<file path="src/logic/scpi_pkg.sv">
package scpi_pkg;

  // Token buffer and table sizes
  localparam int KW_CHARS = 12;
  localparam int KW_BITS = 8 * KW_CHARS;
  localparam int KW_N = 26;
  localparam int NODE_N = 22;
  localparam logic [3:0] KLEN_MAX = 4'hc;

  // ASCII codes the parser reacts to
  localparam logic [7:0] CH_WS_LO = 8'h09;
  localparam logic [7:0] CH_NL = 8'h0a;
  localparam logic [7:0] CH_WS_HI = 8'h20;
  localparam logic [7:0] CH_DQUOTE = 8'h22;
  localparam logic [7:0] CH_SQUOTE = 8'h27;
  localparam logic [7:0] CH_STAR = 8'h2a;
  localparam logic [7:0] CH_COMMA = 8'h2c;
  localparam logic [7:0] CH_DIG_0 = 8'h30;
  localparam logic [7:0] CH_DIG_9 = 8'h39;
  localparam logic [7:0] CH_COLON = 8'h3a;
  localparam logic [7:0] CH_SEMI = 8'h3b;
  localparam logic [7:0] CH_QUERY = 8'h3f;
  localparam logic [7:0] CH_UP_A = 8'h41;
  localparam logic [7:0] CH_UP_Z = 8'h5a;
  localparam logic [7:0] CH_LO_A = 8'h61;
  localparam logic [7:0] CH_LO_Z = 8'h7a;
  localparam logic [7:0] CASE_GAP = 8'h20;

  // Suffix handling and path root
  localparam logic [7:0] SUFFIX_DEFAULT = 8'h01;
  localparam logic [7:0] SUFFIX_RADIX = 8'h0a;
  localparam logic [4:0] ROOT = 5'h00;

  // Symbolic parameter codes
  localparam logic [1:0] SP_NONE = 2'h0;
  localparam logic [1:0] SP_MIN = 2'h1;
  localparam logic [1:0] SP_MAX = 2'h2;
  localparam logic [1:0] SP_DEF = 2'h3;

  // Keyword identities, index into the keyword table
  typedef enum logic [4:0] {
    KW_NONE = 5'h00, KW_SYST, KW_BEEP, KW_STAT, KW_MMEM, KW_DATA, KW_LENG,
    KW_DCAT, KW_OUTP, KW_MARK, KW_LIST, KW_SOUR, KW_CLOC, KW_I, KW_FILT,
    KW_LOAD, KW_MSIS, KW_AMPL, KW_MIN, KW_MAX, KW_DEF, KW_RST, KW_CLS,
    KW_ESE, KW_ESR, KW_IDN, KW_OPC
  } kw_id_t;

  // Function codes for complete device-specific headers
  typedef enum logic [4:0] {
    F_NONE = 5'h00, F_BEEP_STATE, F_DATA_LEN, F_DCAT_LEN, F_LOAD, F_MSIS,
    F_MARK_LIST, F_I_MODE, F_I_STATE, F_I_AMPL, F_FILTER, F_CLOCK
  } func_t;

  // Long form right-aligned; short form is its leading part
  typedef struct packed {
    logic [KW_BITS-1:0] text;
    logic [3:0] short_len;
    logic [3:0] long_len;
  } kw_entry_t;

  localparam kw_entry_t KW_TABLE [1:KW_N] = '{
    '{96'("SYSTEM"), 4'h4, 4'h6},
    '{96'("BEEPER"), 4'h4, 4'h6},
    '{96'("STATE"), 4'h4, 4'h5},
    '{96'("MMEMORY"), 4'h4, 4'h7},
    '{96'("DATA"), 4'h4, 4'h4},
    '{96'("LENGTH"), 4'h4, 4'h6},
    '{96'("DCATALOG"), 4'h4, 4'h8},
    '{96'("OUTPUT"), 4'h4, 4'h6},
    '{96'("MARKER"), 4'h4, 4'h6},
    '{96'("LIST"), 4'h4, 4'h4},
    '{96'("SOURCE"), 4'h4, 4'h6},
    '{96'("CLOCK"), 4'h4, 4'h5},
    '{96'("I"), 4'h1, 4'h1},
    '{96'("FILTER"), 4'h4, 4'h6},
    '{96'("LOAD"), 4'h4, 4'h4},
    '{96'("MSIS"), 4'h4, 4'h4},
    '{96'("AMPLITUDE"), 4'h4, 4'h9},
    '{96'("MINIMUM"), 4'h3, 4'h7},
    '{96'("MAXIMUM"), 4'h3, 4'h7},
    '{96'("DEFAULT"), 4'h3, 4'h7},
    '{96'("RST"), 4'h3, 4'h3},
    '{96'("CLS"), 4'h3, 4'h3},
    '{96'("ESE"), 4'h3, 4'h3},
    '{96'("ESR"), 4'h3, 4'h3},
    '{96'("IDN"), 4'h3, 4'h3},
    '{96'("OPC"), 4'h3, 4'h3}
  };

  // Command tree; optional levels repeat the function of their parent
  typedef struct packed {
    logic [4:0] parent;
    kw_id_t kw;
    func_t func;
  } node_t;

  localparam node_t NODE_TABLE [0:NODE_N] = '{
    '{5'h00, KW_NONE, F_NONE},
    '{5'h00, KW_SYST, F_NONE},
    '{5'h01, KW_BEEP, F_NONE},
    '{5'h02, KW_STAT, F_BEEP_STATE},
    '{5'h00, KW_MMEM, F_NONE},
    '{5'h04, KW_DATA, F_NONE},
    '{5'h05, KW_LENG, F_DATA_LEN},
    '{5'h04, KW_DCAT, F_NONE},
    '{5'h07, KW_LENG, F_DCAT_LEN},
    '{5'h04, KW_LOAD, F_LOAD},
    '{5'h04, KW_MSIS, F_MSIS},
    '{5'h00, KW_OUTP, F_NONE},
    '{5'h0b, KW_MARK, F_MARK_LIST},
    '{5'h0c, KW_LIST, F_MARK_LIST},
    '{5'h0b, KW_I, F_I_MODE},
    '{5'h0e, KW_STAT, F_I_STATE},
    '{5'h0e, KW_AMPL, F_I_AMPL},
    '{5'h0b, KW_FILT, F_FILTER},
    '{5'h00, KW_SOUR, F_NONE},
    '{5'h12, KW_CLOC, F_CLOCK},
    '{5'h00, KW_CLOC, F_CLOCK},
    '{5'h00, KW_MARK, F_MARK_LIST},
    '{5'h15, KW_LIST, F_MARK_LIST}
  };

  typedef enum logic [2:0] {
    S_START = 3'b000,
    S_KEY = 3'b001,
    S_QUERY = 3'b010,
    S_PARAM = 3'b011,
    S_SKIP = 3'b100
  } state_t;

  typedef struct packed {
    logic valid;
    logic [7:0] data;
    logic eoi;
  } char_t;

  typedef struct packed {
    logic valid;
    logic [7:0] data;
    logic [3:0] index;
  } par_t;

  typedef struct packed {
    logic valid;
    logic err;
    logic query;
    logic common;
    logic [4:0] code;
    logic [7:0] suffix;
    logic [3:0] nparams;
    logic [1:0] special;
  } cmd_t;

endpackage

</file>
<file path="src/logic/scpi_kw_match.sv">
`timescale 1ns/10ps
module scpi_kw_match
  import scpi_pkg::*;
#(
  parameter int N = KW_N
) (
  input wire logic [KW_BITS-1:0] buf_i,
  input wire logic [3:0] len_i,
  output logic [4:0] id_o,
  output logic hit_o
);

  logic [N:1] hit;

  generate
    for (genvar k = 1; k <= N; k++) begin : g_kw
      logic [KW_BITS-1:0] short_form;
      assign short_form = KW_TABLE[k].text
        >> (8 * (KW_TABLE[k].long_len - KW_TABLE[k].short_len));
      assign hit[k] = (len_i == KW_TABLE[k].long_len && buf_i == KW_TABLE[k].text)
        || (len_i == KW_TABLE[k].short_len && buf_i == short_form);
    end
  endgenerate

  // Lowest index wins; forms are unique so at most one hits
  always_comb begin
    id_o = 5'h00;
    for (int k = N; k >= 1; k--) begin
      if (hit[k]) begin
        id_o = 5'(k);
      end
    end
    hit_o = |hit;
  end

endmodule

</file>
<file path="src/logic/scpi_parser.sv">
`timescale 1ns/10ps
// Behaviour
// - Messages are 7-bit ASCII characters; bytes with bit 7 set are taken inside quoted strings
// - Codes 0-9 and 11-32 are white space
// - Question mark after header means query
// - Asterisk header is a common command
// - Single top keyword selects a subsystem
// - Colons separate keywords from top down
// - Keyword meaning depends on path position
// - Optional keywords may appear or be omitted
// - Only exact short or long form
// - Upper and lower case are equal
// - Commas separate parameters, kept in order
// - Minimum, maximum, default accepted as values; only the first parameter's is reported
// - Numeric suffix selects; none means one
// - Line ends on newline or end-or-identify
// - Semicolons separate commands in a line
// - Semicolon then colon restarts at top
// - Bare semicolon continues below shared levels
// - New line clears the path context
module scpi_parser
  import scpi_pkg::*;
(
  input wire logic CLK_SYS_I,
  input wire logic RST_I,
  input wire logic CE_I,
  input wire char_t CHAR_I,
  output cmd_t CMD_O,
  output par_t PAR_O
);

  typedef struct packed {
    state_t state;
    logic [KW_BITS-1:0] kbuf;
    logic [3:0] klen;
    logic [4:0] cur;
    logic [4:0] base;
    logic [7:0] suffix;
    logic suf_seen;
    logic digs;
    logic query;
    logic common;
    logic err;
    logic [3:0] pcount;
    logic pany;
    logic [1:0] special;
    logic quote;
    logic [7:0] qchar;
    cmd_t cmd;
    par_t par;
  } st_t;

  st_t r_reg;
  st_t r_next;
  logic [7:0] ch;
  logic [7:0] up;
  logic is_alpha;
  logic is_digit;
  logic is_ws;
  logic is_nl;
  logic eol;
  logic app_ok;
  logic [KW_BITS-1:0] mbuf;
  logic [3:0] mlen;
  logic [4:0] kw_id;
  logic kw_hit;
  logic [NODE_N:1] node_hit;
  logic [4:0] node_id;
  logic node_ok;
  logic [4:0] res_node;
  logic res_ok;
  logic [1:0] spec;

  // Character classes
  assign ch = CHAR_I.data;
  assign up = (ch >= CH_LO_A && ch <= CH_LO_Z) ? ch - CASE_GAP : ch;
  assign is_alpha = up >= CH_UP_A && up <= CH_UP_Z;
  assign is_digit = ch >= CH_DIG_0 && ch <= CH_DIG_9;
  assign is_ws = ch <= CH_WS_LO || (ch > CH_NL && ch <= CH_WS_HI);
  // newline or end-or-identify closes the line
  assign is_nl = ch == CH_NL;
  assign eol = is_nl || CHAR_I.eoi;

  // Token with this byte appended, so a last byte with EOI still resolves
  assign app_ok = is_alpha && !r_reg.quote && r_reg.klen != KLEN_MAX
    && (r_reg.state == S_START || r_reg.state == S_PARAM
    || (r_reg.state == S_KEY && !r_reg.digs));
  assign mbuf = app_ok ? {r_reg.kbuf[KW_BITS-9:0], up} : r_reg.kbuf;
  assign mlen = app_ok ? r_reg.klen + 4'h1 : r_reg.klen;

  scpi_kw_match #(
    .N(KW_N)
  ) u_match (
    .buf_i(mbuf),
    .len_i(mlen),
    .id_o(kw_id),
    .hit_o(kw_hit)
  );

  // keyword looked up under the current parent only
  generate
    for (genvar j = 1; j <= NODE_N; j++) begin : g_node
      assign node_hit[j] = kw_hit && NODE_TABLE[j].parent == r_reg.cur
        && NODE_TABLE[j].kw == kw_id;
    end
  endgenerate

  // top keywords are children of the root node
  always_comb begin
    node_id = ROOT;
    node_ok = 1'b0;
    for (int j = NODE_N; j >= 1; j--) begin
      if (node_hit[j]) begin
        node_id = 5'(j);
        node_ok = 1'b1;
      end
    end
  end

  // common headers resolve to their own keyword code
  assign res_node = r_reg.common ? kw_id : node_id;
  assign res_ok = r_reg.common ? (kw_hit && kw_id >= KW_RST) : node_ok;

  // symbolic values in place of a number
  always_comb begin
    spec = SP_NONE;
    if (kw_hit && kw_id == KW_MIN) begin
      spec = SP_MIN;
    end else if (kw_hit && kw_id == KW_MAX) begin
      spec = SP_MAX;
    end else if (kw_hit && kw_id == KW_DEF) begin
      spec = SP_DEF;
    end
  end

  // Close one command: report it and prepare the next one
  function automatic st_t finish(input st_t s, input logic [4:0] node,
                                 input logic bad, input logic eol_f);
    st_t f;
    logic [4:0] code;
    logic e;
    // Per-command fields clear; S_START and SP_NONE both encode as zero
    f = '0;
    f.par = s.par;
    // optional levels carry the function of their parent
    code = s.common ? node : NODE_TABLE[node].func;
    // a bare path prefix has no function and is refused too
    e = bad || s.err || code == F_NONE;
    f.cmd.valid = 1'b1;
    f.cmd.err = e;
    f.cmd.query = s.query;
    f.cmd.common = s.common;
    f.cmd.code = e ? F_NONE : code;
    f.cmd.suffix = s.suf_seen ? s.suffix : SUFFIX_DEFAULT;
    f.cmd.nparams = s.pany ? s.pcount + 4'h1 : 4'h0;
    f.cmd.special = s.special;
    // keep levels shared with this command; errors keep the old ones
    f.base = (!e && !s.common) ? NODE_TABLE[node].parent : s.base;
    // a fresh line decodes from the top again
    if (eol_f) begin
      f.base = ROOT;
    end
    f.cur = f.base;
    return f;
  endfunction

  // Byte-wise parse, one byte per enabled cycle
  always_comb begin
    r_next = r_reg;
    r_next.cmd.valid = 1'b0;
    r_next.par.valid = 1'b0;
    if (CHAR_I.valid) begin
      if (ch[7] && !r_reg.quote) begin
        r_next.err = 1'b1;
        r_next.state = S_SKIP;
      end else begin
        case (r_reg.state)
          S_START: begin
            if (ch == CH_COLON) begin
              // leading colon restarts from the top level
              r_next.cur = ROOT;
            end else if (ch == CH_STAR) begin
              r_next.common = 1'b1;
              r_next.state = S_KEY;
            end else if (app_ok) begin
              r_next.kbuf = mbuf;
              r_next.klen = mlen;
              r_next.state = S_KEY;
            end else if (!(is_ws || is_nl || ch == CH_SEMI)) begin
              r_next.err = 1'b1;
              r_next.state = S_SKIP;
            end
          end
          S_KEY: begin
            if (app_ok) begin
              r_next.kbuf = mbuf;
              r_next.klen = mlen;
            end else if (is_digit && !r_reg.common && r_reg.klen != 4'h0) begin
              // decimal suffix; digits of every keyword in the header run on into one number
              r_next.suffix = 8'(r_reg.suffix * SUFFIX_RADIX + (ch - CH_DIG_0));
              r_next.suf_seen = 1'b1;
              r_next.digs = 1'b1;
            end else if (ch == CH_COLON && !r_reg.common) begin
              // colon steps one level down the path
              if (node_ok) begin
                r_next.cur = node_id;
                r_next.kbuf = '0;
                r_next.klen = 4'h0;
                r_next.digs = 1'b0;
              end else begin
                r_next.err = 1'b1;
                r_next.state = S_SKIP;
              end
            end else if (ch == CH_QUERY || is_ws) begin
              // question mark right after the header
              if (res_ok) begin
                r_next.cur = res_node;
                r_next.query = ch == CH_QUERY;
                r_next.state = (ch == CH_QUERY) ? S_QUERY : S_PARAM;
                r_next.kbuf = '0;
                r_next.klen = 4'h0;
              end else begin
                r_next.err = 1'b1;
                r_next.state = S_SKIP;
              end
            end else if (ch == CH_SEMI) begin
              // semicolon closes the command; with EOI the line too
              r_next = finish(r_next, res_node, !res_ok, eol);
            end else if (!is_nl) begin
              r_next.err = 1'b1;
              r_next.state = S_SKIP;
            end
          end
          S_QUERY: begin
            if (is_ws) begin
              r_next.state = S_PARAM;
            end else if (ch == CH_SEMI) begin
              r_next = finish(r_next, r_reg.cur, 1'b0, eol);
            end else if (!is_nl) begin
              r_next.err = 1'b1;
              r_next.state = S_SKIP;
            end
          end
          S_PARAM: begin
            if (r_reg.quote) begin
              // Strings pass whole; separators inside are data
              r_next.par = '{valid: 1'b1, data: ch, index: r_reg.pcount};
              r_next.quote = ch != r_reg.qchar;
            end else if (ch == CH_DQUOTE || ch == CH_SQUOTE) begin
              r_next.par = '{valid: 1'b1, data: ch, index: r_reg.pcount};
              r_next.quote = 1'b1;
              r_next.qchar = ch;
              r_next.pany = 1'b1;
            end else if (ch == CH_COMMA) begin
              // next parameter, index counts up in order
              if (r_reg.pcount == 4'h0) begin
                r_next.special = spec;
              end
              r_next.pcount = r_reg.pcount + 4'h1;
              r_next.pany = 1'b1;
              r_next.kbuf = '0;
              r_next.klen = 4'h0;
            end else if (ch == CH_SEMI) begin
              if (r_reg.pcount == 4'h0) begin
                r_next.special = spec;
              end
              r_next = finish(r_next, r_reg.cur, 1'b0, eol);
            end else if (!is_ws && !is_nl) begin
              r_next.par = '{valid: 1'b1, data: ch, index: r_reg.pcount};
              r_next.pany = 1'b1;
              r_next.kbuf = mbuf;
              r_next.klen = mlen;
            end
          end
          S_SKIP: begin
            // rest of a bad command is dropped
            if (ch == CH_SEMI) begin
              r_next = finish(r_next, ROOT, 1'b1, eol);
            end
          end
          default: begin
            r_next.state = S_START;
          end
        endcase
      end
      // end of line also closes any open command
      if (eol && !r_next.cmd.valid) begin
        case (r_next.state)
          S_START: begin
            // empty line still resets the path
            r_next.cur = ROOT;
            r_next.base = ROOT;
          end
          S_KEY: begin
            r_next = finish(r_next, res_node, !res_ok || r_next.klen == 4'h0, 1'b1);
          end
          S_QUERY: begin
            r_next = finish(r_next, r_next.cur, 1'b0, 1'b1);
          end
          S_PARAM: begin
            if (r_next.pcount == 4'h0 && !r_next.quote) begin
              r_next.special = spec;
            end
            r_next = finish(r_next, r_next.cur, 1'b0, 1'b1);
          end
          default: begin
            r_next = finish(r_next, ROOT, 1'b1, 1'b1);
          end
        endcase
      end
    end
  end

  // State register; enable low freezes everything, outputs included
  always_ff @(posedge CLK_SYS_I or posedge RST_I) begin
    if (RST_I) begin
      r_reg <= '0;
    end else if (CE_I) begin
      r_reg <= r_next;
    end
  end

  // Outputs straight from flip-flops
  assign CMD_O = r_reg.cmd;
  assign PAR_O = r_reg.par;

endmodule

</file>
<file path="config.mk">
export PLATFORM = sky130hd
export DESIGN_NAME = scpi_parser
export DESIGN_NICKNAME = d
export VERILOG_FILES = /design/src/logic/scpi_pkg.sv /design/src/logic/scpi_kw_match.sv /design/src/logic/scpi_parser.sv
export SDC_FILE = /design/constraint.sdc
export NUM_CORES = 1
export LEC_CHECK = 0
export BUFFER_PORTS_ARGS = -buffer_cell sky130_fd_sc_hd__buf_2
export CAP_MARGIN = 20
export CORE_AREA = 5 5 182 184
export CTS_CLUSTER_DIAMETER = 80
export DETAILED_ROUTE_END_ITERATION = 7
export DIE_AREA = 0 0 187 189
export PLACE_DENSITY = 0.75
export SETUP_SLACK_MARGIN = 0.3
export SLEW_MARGIN = 15
export SYNTH_ARGS = -nofsm -noshare
export SYNTH_HDL_FRONTEND = slang
export SYNTH_HIERARCHICAL = 1
export SYNTH_SLANG_ARGS = --single-unit
</file>
<file path="constraint.sdc">
create_clock -name CLK_SYS_I -period 12.2 [get_ports CLK_SYS_I]
set_input_delay 2.44 -clock CLK_SYS_I [delete_from_list [all_inputs] [get_ports CLK_SYS_I]]
set_output_delay 2.44 -clock CLK_SYS_I [all_outputs]
set_load 0.01 [all_outputs]
</file>
==> flow_summary.yaml <==
setup_path:
  critical_path_required_ns: 12.58
  worstSetupPathType: "primary input to flop"
  slowest_delay_ns: 0.55
  cp.arrival_ns: 11.64
  cp_max_fo: 41
  start_kind: "primary input"
  rr_startpoint: "r_reg[176]$_DFFE_PP0P_"
  crit_start: "CHAR_I[6]"
  crit_path_frequent_cell: "buf_4"
  crit_slowest_cell: "or4_4"
  cp-end-kind: "flop"
finish:
  area_growth_pct: 6.90
  post-route-util_pct: 58.1
  antennaDiodeCount: 0
  largest_reg_flops: 142
  drive_above_1_share_pct: 14.5
  fin_cells: 2532
  final_nets: 2178
logic_synthesis:
  ys.flop_type: "dfrtp_1"
  synth.avg_cell_area_um2: 7.87
  ys_ff_latch: 178
  synth_async_sr_flop_share_pct: 100
  synth_common_cells: "250 x nand2_1, 178 x dfrtp_1, 175 x nor2_1"
  synth.distinct_cells: 105
  yosysWarnings: 6
  yosysMostFrequentCell: "nand2_1"
  synth_top_area_cell: "dfrtp_1"
  netlist_instances: 2156
  syn_nets: 2217
  syn_area_um2: 17000
  netlist_top_cells_area: "dfrtp_1 26%, mux2_2 5.7%, nand2_1 5.5%"
  synth-edff-count: 0
  synth.top_cell.area_share_pct: 26.3
  ys_seq_area_share_pct: 26.3
drt:
  ant_nets: 0
  first_iter_violations: 2982
  drc_errors: 0
  first_pass_iters: 7
  vias_per_cell: 7.31
  num_vias: 18500
  routed_wl_um: 66700
  wl_per_cell_um: 26.3
sta:
  min_period_over_period_pct: 92.3
  post-route-min-period_ns: 11.26
  hold_viol: 0
  setup_ws_ns: 0.938
  finalMaxSlewViolations: 0
  finClkSkew_ns: 0.0197
  fmax_ghz: 0.0888
  setup_viol: 0
  rsz0062_at_grt: "false"
  tightestPinTransition_ns: 1.03
  slew_headroom_pct: 31.5
  setup_tns_ns: 0
clocking:
  cts_max_level: 4
  tritoncts: "yes"
  cts.path.max_buffers: 2
  cts.sinks: 178
  path_clk_slew_ns: 0.08
  cts_root_buffer: "clkbuf_16"
  hold_buffers: 0
  clock_latency_ns: 0.46
  cts_buffers: 17
global_routing:
  grt_pass1_wl_um: 103000
  use_met2_pct: 54.5
  grt_antenna_before_repair: 0
  met1_usage_pct: 52.3
  busiest_layer: "met2"
  grt_max_degree: 107
  grt.overflow.total: 0
  use_met3_pct: 6.32
  grt_usage_pct: 36.1
  grt_pass1_vias: 17100
floorplanning:
  num_rows: 65
  die_h_um: 189
  dieArea_um2: 35300
  num_io_pins: 49
  initial_utilization_pct: 54.3
  fp.dieW_um: 187
  coreArea_um2: 31200
worst_hold_path:
  hold_class: "flop to flop"
  hp-start: "CMD_O[4]$_DFFE_PP0P_"
placed_design:
  place_ws_ns: 0.489
  hpwl_um: 48700
  place_congestion: 1.07
  place_inst: 2499
  port_buffers: 48
pwr:
  ir_drop_mv: 0.0953
  p_total_mw: 1.58
  power_density_nw_per_um2: 86.9
  leakagePower_nw: 7.23
outcome:
  status: "completed"
run:
  maxCapViolCount: 0
logic make-up (layout without fill, tap and decap cells):
group | after synthesis | after routing | share of synthesized area [%]
AND/OR/NAND/NOR | 882 | 882 | 28.1
AO/OA/AOI/OAI | 655 | 655 | 26.5
buffers and inverters | 249 | 223 | 6.62
flip-flops | 178 | 178 | 26.3
multiplexers | 116 | 116 | 7.54
adder cells (fa/ha/maj) | 48 | 48 | 3.63
XOR/XNOR | 28 | 28 | 1.45
placed cells by master, fill, tap and decap left out, drive strengths merged, types with 46 or more instances in the layout:
cell type / synthesis / final
nand4: 69 / 69
nand3: 59 / 59
nand2: 251 / 251
nor4: 48 / 48
dfrtp: 178 / 178
nor2: 176 / 176
a22oi: 79 / 79
ha: 46 / 46
nor3: 51 / 51
inv: 67 / 75
mux2: 88 / 88
o21ai: 180 / 180
buf: 80 / 124
a21oi: 108 / 108
final cells by class:
class | count | area [µm²]
clock inverter | 13 | 135
multi-input combinational | 1729 | 11500
clock buffer | 19 | 443
fill | 2939 | 13100
sequential | 178 | 4450
inverter | 67 | 259
timing repair buffer | 124 | 840
tap | 402 | 503
layer usage:
metal | vias to the layer above | share of wire (%)
li1 | 8065 | -
met2 | 1217 | 43
met3 | 216 | 10
met1 | 9022 | 43
met5 | - | 0
met4 | 0 | 4.1
critical path, delay by kind of cell:
family	cells	cell delay, ns
AND/OR/NAND/NOR	12	2.98
buffers and inverters	11	2.02
AO/OA/AOI/OAI	13	2.80
adder cells (fa/ha/maj)	3	0.76
multiplexers	2	0.60
path summary, 6_finish.rpt:
kind / end / slack [ns] / cells past startpoint
max reg2reg: CMD_O[17]$_DFFE_PP0P_ / 2.72 / 38
min reg2reg: CMD_O[4]$_DFFE_PP0P_ / 0.47 / 2
min: CMD_O[4]$_DFFE_PP0P_ / 0.47 / 2
min in group asynchronous: r_reg[174]$_DFFE_PP0P_ / 2.14 / 2
max in group asynchronous: r_reg[175]$_DFFE_PP0P_ / 8.62 / 3
max: CMD_O[17]$_DFFE_PP0P_ / 0.94 / 41
through the flow:
step	hold slack, ns	cell area, µm²
detailed placement	0.465	17500
floorplan	0.444	17000
finish	0.475	18100
global placement	0.455	17500
global route	0.522	18100
CTS	0.481	18100
repair_timing:
| action | 4_1_cts | 5_1_grt |
|---|---|---|
| setup buffers | 0 | 1 |
| endpoints found under the setup margin | 0 | 5 |
| gates resized for setup | 0 | 11 |
report_power, final:
| group | switching, mW | leakage, nW | internal [mW] |
|---|---|---|---|
| clock network | 0.279 | 0.281 | 0.278 |
| logic | 0.248 | 4.51 | 0.117 |
| registers | 0.0391 | 2.44 | 0.615 |
| total | 0.566 | 7.23 | 1.01 |
(Power assumes the default switching activity.)
